===== src/inc/ext_irq_defines.svh =====
// register offsets, field positions, reset values and source codes for the external irq block
`ifndef EXT_IRQ_DEFINES_SVH
`define EXT_IRQ_DEFINES_SVH

// special-function addresses, valid on every register page
`define ADDR_PRIO_HIGH_BANK2 8'h86
`define ADDR_ENABLE_BANK2 8'hAF
`define ADDR_PRIO_LOW_BANK2 8'hBF
`define ADDR_PIN_CONFIG 8'hE4
`define ADDR_TIMER_CONTROL 8'h88

// reset values
`define RST_BANK2 8'h00
`define RST_PIN_CONFIG 8'h01
`define RST_TIMER_CONTROL 4'h0

// bit positions shared by enable, priority-low and priority-high registers
`define BIT_TEMP_SENSOR 3
`define BIT_TIMER_FIVE 2
`define BIT_TIMER_FOUR 1
`define BIT_SECOND_SMBUS 0

// timer control register: edge select at 2*i, pending at 2*i+1
`define BIT_A_EDGE_SELECT 0
`define BIT_A_PENDING 1
`define BIT_B_EDGE_SELECT 2
`define BIT_B_PENDING 3

// pin configuration register fields
`define POS_A_PIN_SELECT 0
`define BIT_A_POLARITY 3
`define POS_B_PIN_SELECT 4
`define BIT_B_POLARITY 7

// source codes presented to the core
`define SRC_EXT_A 3'h0
`define SRC_EXT_B 3'h1
`define SRC_TEMP_SENSOR 3'h2
`define SRC_TIMER_FIVE 3'h3
`define SRC_TIMER_FOUR 3'h4
`define SRC_SECOND_SMBUS 3'h5
`define NUM_SOURCES 6

`endif


===== src/inc/ext_irq_pkg.sv =====
// types shared by the external irq enable and priority block
`default_nettype none
package ext_irq_pkg;
   typedef logic [7:0] sfr_byte_t;
   typedef logic [1:0] prio_t;
   typedef logic [2:0] src_id_t;
endpackage : ext_irq_pkg
`default_nettype wire


===== src/verilog/ext_irq_enable_priority_ctrl.sv =====
// second-bank irq enables and priorities, plus external irq sensing and arbitration
`default_nettype none
`include "ext_irq_defines.svh"

module ext_irq_enable_priority_ctrl (
   // clock and reset
   input wire logic clock,
   input wire logic reset,
   // special-function register port
   input wire ext_irq_pkg::sfr_byte_t sfr_addr,
   input wire ext_irq_pkg::sfr_byte_t sfr_wdata,
   input wire logic sfr_write,
   input wire logic sfr_read,
   output var ext_irq_pkg::sfr_byte_t sfr_rdata,
   output logic sfr_hit,
   // peripheral request flags
   input wire logic temp_sensor_irq_req,
   input wire logic timer_five_low_overflow_flag,
   input wire logic timer_five_high_overflow_flag,
   input wire logic timer_four_low_overflow_flag,
   input wire logic timer_four_high_overflow_flag,
   input wire logic second_smbus_unit_irq_req,
   // port 0 pins as seen by the input buffers
   input wire logic [7:0] port0_pins,
   // external irq enables and priorities held in the first bank
   input wire logic ext_irq_a_enable,
   input wire logic ext_irq_b_enable,
   input wire ext_irq_pkg::prio_t ext_irq_a_prio,
   input wire ext_irq_pkg::prio_t ext_irq_b_prio,
   // core vectoring
   input wire logic vector_ack,
   input wire ext_irq_pkg::src_id_t vector_src,
   output logic irq_req,
   output var ext_irq_pkg::src_id_t irq_src,
   output var ext_irq_pkg::prio_t irq_prio,
   // pending flags for observation
   output logic ext_irq_a_pending,
   output logic ext_irq_b_pending
);
   import ext_irq_pkg::*;

   // ---------------- register state ----------------
   sfr_byte_t enable_ff, nxt_enable;
   sfr_byte_t prio_low_ff, nxt_prio_low;
   sfr_byte_t prio_high_ff, nxt_prio_high;
   sfr_byte_t pin_cfg_ff, nxt_pin_cfg;
   logic [1:0] edge_sel_ff, nxt_edge_sel;
   logic [1:0] pending_ff, nxt_pending;
   logic [1:0] last_active_ff, nxt_last_active;
   sfr_byte_t rdata_ff, nxt_rdata;
   logic hit_ff, nxt_hit;

   // ---------------- arbitration state ----------------
   logic req_ff, nxt_req;
   src_id_t src_ff, nxt_src;
   prio_t prio_ff, nxt_prio;

   // ---------------- decode ----------------
   logic wr_enable, wr_prio_low, wr_prio_high, wr_pin_cfg, wr_timer_ctrl;
   logic [1:0] active;
   logic [2:0] pin_sel [2];
   logic [1:0] polarity;
   logic [1:0] edge_bit_w, pend_bit_w;
   logic [`NUM_SOURCES-1:0] src_req;
   prio_t src_prio [`NUM_SOURCES];

   // page bits are not part of the address, so all pages see the same registers
   always_comb begin
      wr_enable = sfr_write && (sfr_addr == `ADDR_ENABLE_BANK2);
      wr_prio_low = sfr_write && (sfr_addr == `ADDR_PRIO_LOW_BANK2);
      wr_prio_high = sfr_write && (sfr_addr == `ADDR_PRIO_HIGH_BANK2);
      wr_pin_cfg = sfr_write && (sfr_addr == `ADDR_PIN_CONFIG);
      wr_timer_ctrl = sfr_write && (sfr_addr == `ADDR_TIMER_CONTROL);
      edge_bit_w[0] = sfr_wdata[`BIT_A_EDGE_SELECT];
      edge_bit_w[1] = sfr_wdata[`BIT_B_EDGE_SELECT];
      pend_bit_w[0] = sfr_wdata[`BIT_A_PENDING];
      pend_bit_w[1] = sfr_wdata[`BIT_B_PENDING];
   end

   // pin monitor only reads the pin, so crossbar peripherals keep it
   always_comb begin
      pin_sel[0] = pin_cfg_ff[`POS_A_PIN_SELECT +: 3];
      pin_sel[1] = pin_cfg_ff[`POS_B_PIN_SELECT +: 3];
      polarity[0] = pin_cfg_ff[`BIT_A_POLARITY];
      polarity[1] = pin_cfg_ff[`BIT_B_POLARITY];
      for (int i = 0; i < 2; i++) begin
         // code n selects port 0 pin n, no remapping
         active[i] = polarity[i] ? port0_pins[pin_sel[i]] : !port0_pins[pin_sel[i]];
      end
   end

   // ---------------- register next state ----------------
   always_comb begin
      nxt_enable = wr_enable ? sfr_wdata : enable_ff;
      nxt_prio_low = wr_prio_low ? sfr_wdata : prio_low_ff;
      nxt_prio_high = wr_prio_high ? sfr_wdata : prio_high_ff;
      nxt_pin_cfg = wr_pin_cfg ? sfr_wdata : pin_cfg_ff;
      nxt_edge_sel = wr_timer_ctrl ? edge_bit_w : edge_sel_ff;
      nxt_last_active = active;
      nxt_pending = pending_ff;
      for (int i = 0; i < 2; i++) begin
         if (edge_sel_ff[i]) begin
            if (wr_timer_ctrl) begin
               nxt_pending[i] = pend_bit_w[i];
            end
            // vectoring clears, but a fresh edge in the same cycle wins
            if (vector_ack && (vector_src == 3'(i))) begin
               nxt_pending[i] = 1'b0;
            end
            if (active[i] && !last_active_ff[i]) begin
               nxt_pending[i] = 1'b1;
            end
         end else begin
            // writes are ignored here; the flag tracks the pin
            nxt_pending[i] = active[i];
         end
      end
   end

   // ---------------- read port ----------------
   always_comb begin
      nxt_rdata = 8'h00;
      nxt_hit = 1'b0;
      if (sfr_read) begin
         nxt_hit = 1'b1;
         unique case (sfr_addr)
            `ADDR_ENABLE_BANK2: nxt_rdata = enable_ff;
            `ADDR_PRIO_LOW_BANK2: nxt_rdata = prio_low_ff;
            `ADDR_PRIO_HIGH_BANK2: nxt_rdata = prio_high_ff;
            `ADDR_PIN_CONFIG: nxt_rdata = pin_cfg_ff;
            `ADDR_TIMER_CONTROL: begin
               nxt_rdata[`BIT_A_EDGE_SELECT] = edge_sel_ff[0];
               nxt_rdata[`BIT_A_PENDING] = pending_ff[0];
               nxt_rdata[`BIT_B_EDGE_SELECT] = edge_sel_ff[1];
               nxt_rdata[`BIT_B_PENDING] = pending_ff[1];
            end
            default: nxt_hit = 1'b0;
         endcase
      end
   end

   always_ff @(posedge clock) begin
      if (reset) begin
         enable_ff <= `RST_BANK2;
         prio_low_ff <= `RST_BANK2;
         prio_high_ff <= `RST_BANK2;
         pin_cfg_ff <= `RST_PIN_CONFIG;
         edge_sel_ff <= 2'h0;
         pending_ff <= 2'h0;
         last_active_ff <= 2'h0;
         rdata_ff <= 8'h00;
         hit_ff <= 1'b0;
      end else begin
         enable_ff <= nxt_enable;
         prio_low_ff <= nxt_prio_low;
         prio_high_ff <= nxt_prio_high;
         pin_cfg_ff <= nxt_pin_cfg;
         edge_sel_ff <= nxt_edge_sel;
         pending_ff <= nxt_pending;
         last_active_ff <= nxt_last_active;
         rdata_ff <= nxt_rdata;
         hit_ff <= nxt_hit;
      end
   end

   // ---------------- gating and priority ----------------
   // peripheral flags are cleared by their own blocks, not here
   always_comb begin
      src_req[`SRC_EXT_A] = pending_ff[0] && ext_irq_a_enable;
      src_req[`SRC_EXT_B] = pending_ff[1] && ext_irq_b_enable;
      src_req[`SRC_TEMP_SENSOR] = temp_sensor_irq_req && enable_ff[`BIT_TEMP_SENSOR];
      src_req[`SRC_TIMER_FIVE] = (timer_five_low_overflow_flag || timer_five_high_overflow_flag)
         && enable_ff[`BIT_TIMER_FIVE];
      src_req[`SRC_TIMER_FOUR] = (timer_four_low_overflow_flag || timer_four_high_overflow_flag)
         && enable_ff[`BIT_TIMER_FOUR];
      src_req[`SRC_SECOND_SMBUS] = second_smbus_unit_irq_req
         && enable_ff[`BIT_SECOND_SMBUS];
      src_prio[`SRC_EXT_A] = ext_irq_a_prio;
      src_prio[`SRC_EXT_B] = ext_irq_b_prio;
      src_prio[`SRC_TEMP_SENSOR] = {prio_high_ff[`BIT_TEMP_SENSOR],
         prio_low_ff[`BIT_TEMP_SENSOR]};
      src_prio[`SRC_TIMER_FIVE] = {prio_high_ff[`BIT_TIMER_FIVE],
         prio_low_ff[`BIT_TIMER_FIVE]};
      src_prio[`SRC_TIMER_FOUR] = {prio_high_ff[`BIT_TIMER_FOUR],
         prio_low_ff[`BIT_TIMER_FOUR]};
      src_prio[`SRC_SECOND_SMBUS] = {prio_high_ff[`BIT_SECOND_SMBUS],
         prio_low_ff[`BIT_SECOND_SMBUS]};
   end

   // ties go to the lowest source code, giving a fixed order inside a level
   always_comb begin
      nxt_req = 1'b0;
      nxt_src = 3'h0;
      nxt_prio = 2'h0;
      for (int s = 0; s < `NUM_SOURCES; s++) begin
         if (src_req[s] && (!nxt_req || (src_prio[s] > nxt_prio))) begin
            nxt_req = 1'b1;
            nxt_src = 3'(s);
            nxt_prio = src_prio[s];
         end
      end
   end

   always_ff @(posedge clock) begin
      if (reset) begin
         req_ff <= 1'b0;
         src_ff <= 3'h0;
         prio_ff <= 2'h0;
      end else begin
         req_ff <= nxt_req;
         src_ff <= nxt_src;
         prio_ff <= nxt_prio;
      end
   end

   // a level source still active after service simply requests again
   assign irq_req = req_ff;
   assign irq_src = src_ff;
   assign irq_prio = prio_ff;
   assign ext_irq_a_pending = pending_ff[0];
   assign ext_irq_b_pending = pending_ff[1];
   assign sfr_rdata = rdata_ff;
   assign sfr_hit = hit_ff;

endmodule : ext_irq_enable_priority_ctrl
`default_nettype wire


===== config.mk =====
export PLATFORM = sky130hd
export DESIGN_NAME = ext_irq_enable_priority_ctrl
export DESIGN_NICKNAME = d
export VERILOG_FILES = /design/src/inc/ext_irq_pkg.sv /design/src/verilog/ext_irq_enable_priority_ctrl.sv
export VERILOG_INCLUDE_DIRS = /design/src /design/src/inc
export SDC_FILE = /design/constraint.sdc
export NUM_CORES = 1
export LEC_CHECK = 0
export BUFFER_PORTS_ARGS = -buffer_cell sky130_fd_sc_hd__buf_4
export CORE_UTILIZATION = 50
export CTS_BUF_LIST = sky130_fd_sc_hd__clkbuf_4
export CTS_CLUSTER_SIZE = 10
export DETAILED_ROUTE_END_ITERATION = 10
export GPL_ROUTABILITY_DRIVEN = 0
export PLACE_DENSITY = 0.79
export SLEW_MARGIN = 10
export SYNTH_ARGS = -nofsm -noshare
export SYNTH_HDL_FRONTEND = slang
export SYNTH_SLANG_ARGS = --single-unit
export TNS_END_PERCENT = 30

===== constraint.sdc =====
create_clock -name clock -period 7.8 [get_ports clock]
set_input_delay 1.17 -clock clock [delete_from_list [all_inputs] [get_ports clock]]
set_output_delay 1.17 -clock clock [all_outputs]
set_load 0.03 [all_outputs]

==> flow_summary.yaml <==
floorplanning:
  rows: 26
  start_util_pct: 53.1
  dieArea_um2: 5830
  fp.dieH_um: 76.4
  io_pins: 61
  fp.dieW_um: 76.4
  core-area_um2: 5200
flow_run:
  cap_violations: 0
yosys:
  ys.flop_type: "dfxtp_1"
  synth_area_um2: 2770
  async_flop_share_pct: 0
  ys_warn_count: 0
  synth_cell_types: 51
  synth_top_area_cell: "dfxtp_1"
  syn-num-nets: 389
  synthCells: 335
  synth_top_cell_area_share_pct: 38.4
  ys_seq_elements: 53
  synth_seq_area_share_pct: 38.4
  synth_area_leaders: "dfxtp_1, a21oi_1, nand3_1"
  synth_area_per_cell_um2: 8.25
  synth-edff-count: 0
pwr:
  switchingPower_mw: 0.126
  internal_power_mw: 0.337
  p_leak_nw: 1.24
  max-vdd-ir-drop_v: 0.0000844
  sw_frac_of_total_pct: 27.2
  clkPwrFrac_pct: 27.0
  pwr-share-seq_pct: 59.4
  power.density_nw_per_um2: 141
  combPwrFrac_pct: 13.6
global_route:
  grt_max_degree: 43
  track_usage_pct: 24.8
  grt_pass1_vias: 2458
  gr-total-overflow: 0
  grt_pass1_wl_mm: 11.7
  grt_antenna_before_repair: 0
clock_tree:
  ctsHoldBuffers: 0
  numCtsBuffers: 5
  cts_resized: 0
  root_buffer: "clkbuf_4"
  tritoncts: "done"
  postCtsSetupRepairBufs: 0
  clkTransAtPathRegs_ps: 160
  clk_latency_ps: 390
  h-tree-depth: 2
  clk_path_buf_depth: 2
  cts.sinks: 53
drt:
  vias: 2789
  drtPass1Iterations: 7
  drc: 0
  ant_nets: 0
  viasPerCell: 6.10
  post_drt_wl_per_cell_um: 15.6
  drt_iter0_drc: 254
  wl_mm: 7.11
setup_path:
  startpoint_type: "primary input"
  cp_max_fo: 9
  cp.arrival_ps: 7480
  endpoint_kind: "register"
  reg2regPathDepth: 30
  crit_type: "in -> reg"
  slowest_delay_ps: 470
  slowest_stage: "a211oi_1"
  worstPathRequired_ps: 8110
place:
  pre_cts_slack_ps: 394
  dpl.hpwl_mm: 5.03
  io_buffer_count: 60
outcome:
  status: "completed"
sta:
  finalHoldViolCount: 0
  maxSlewViolCount: 0
  setup-violations-final: 0
  fin_ws_ps: 627
  fmax_ghz: 0.139
  fin_crit_ps: 7170
  period_share_pct: 92.0
  skew_ps: 14.1
  maxSlewHeadroom_pct: 53.7
  finalSetupTns_ps: 0
  rsz0062_at_grt: "false"
  worst_pin_slew_ps: 695
layout:
  insertedDiodeCount: 0
  nNetsFinal: 440
  area_delta_synth_final_pct: 19.2
  drive_above_1_share_pct: 20.7
worst_hold_path:
  min_path_cells: 2
  holdCritPathClass: "reg -> reg"
==> cells in the mapped netlist, drive strengths merged (5+ instances only) <==
library cell / instances
a21oi: 53
dfxtp: 53
nand2: 52
nand3: 43
a22oi: 14
clkbuf: 12
inv: 11
ha: 10
o21ai: 10
nor2: 8
nor2b: 6
a211oi: 5
a21o: 5
and3: 5
==> path summary, 6_finish.rpt <==
check	start	endpoint	slack, ps
hold reg to reg	enable_ff[5]	enable_ff[5]	460
setup reg to reg	pending_ff[0]	irq_prio[0]	980
setup / recovery	ext_irq_a_enable	irq_prio[0]	630
hold / removal	enable_ff[5]	enable_ff[5]	460
==> power groups by stage <==
stage	logic [mW]	clock network [mW]	registers, mW
CTS	0.0622	0.127	0.275
detailed placement	0.0619	0	0.281
finish	0.0630	0.125	0.275
floorplan	0.0283	0	0.283
global route	0.0683	0.141	0.276
global placement	0.0605	0	0.281
==> stage by stage <==
step	total power [mW]	hold slack (ps)	instances	util [%]	cell area, um2
2_1_floorplan	0.312	432	335	-	2770
3_3_place_gp	0.341	438	449	62.2	3240
3_5_place_dp	0.343	445	449	62.2	3240
4_1_cts	0.464	464	457	63.3	3300
5_1_grt	0.485	483	457	63.3	3300
6_report	0.463	462	457	63.3	3300
==> layer usage <==
layer	vias to the layer above	GRT usage, %	part of all wire [%]
li1	1343	-	-
met1	1292	34.1	45
met2	145	38.4	44
met3	9	5.51	9.6
met4	0	8.27	1.5
met5	-	0	0
==> flip-flops by register name (all words and copies together) (netlist names) <==
name / cells
pending_ff: 2
prio_low_ff: 8
sfr_rdata: 8
irq_src: 3
last_active_ff: 2
enable_ff: 8
irq_req: 1
sfr_hit: 1
edge_sel_ff: 2
prio_high_ff: 8
pin_cfg_ff: 8
irq_prio: 2
==> cell type report <==
class / instances / area [um2]
Inverter: 11 / 41.3
Multi-Input combinational cell: 255 / 1600
Fill cell: 455 / 1910
Sequential cell: 53 / 1060
Clock inverter: 3 / 22.5
Tap cell: 70 / 87.6
Timing Repair Buffer: 60 / 450
Clock buffer: 5 / 37.5
==> critical path: cells and delay by family <==
kind,cells,cell delay [ps]
simple gates,6,950
buf+inv,2,160
compound gates,18,3800
fa+ha+maj,5,1420
==> layout by cell type, fill, tap and decap left out, types with 2 or more instances in the layout <==
cell type   count
a211oi_1        5
a21o_1          5
a21oi_1        52
a222oi_1        4
a22oi_1        14
and2_1          4
and3_1          5
buf_4          60
clkbuf_4        5
clkinvlp_4      3
dfxtp_1        53
ha_1           10
inv_1          10
mux2i_1         3
mux4_2          4
nand2_1        52
nand3_1        42
nand4_1         2
nor2_1          6
nor2b_1         6
nor4b_1         2
o2111a_1        2
o2111ai_1       2
o21ai_1         8
xor2_1          2
==> kinds of logic (layout without fill, tap and decap cells) <==
logic type	Yosys count	count (layout)	share of synthesized area, %
adder cells (fa/ha/maj)	10	10	4.52
AO/OA/AOI/OAI	106	106	24.7
multiplexers	8	8	4.75
flip-flops	53	53	38.4
buffers and inverters	27	79	3.94
AND/OR/NAND/NOR	129	129	23.1
XOR/XNOR	2	2	0.634
Power figures use the tool's default switching activity.
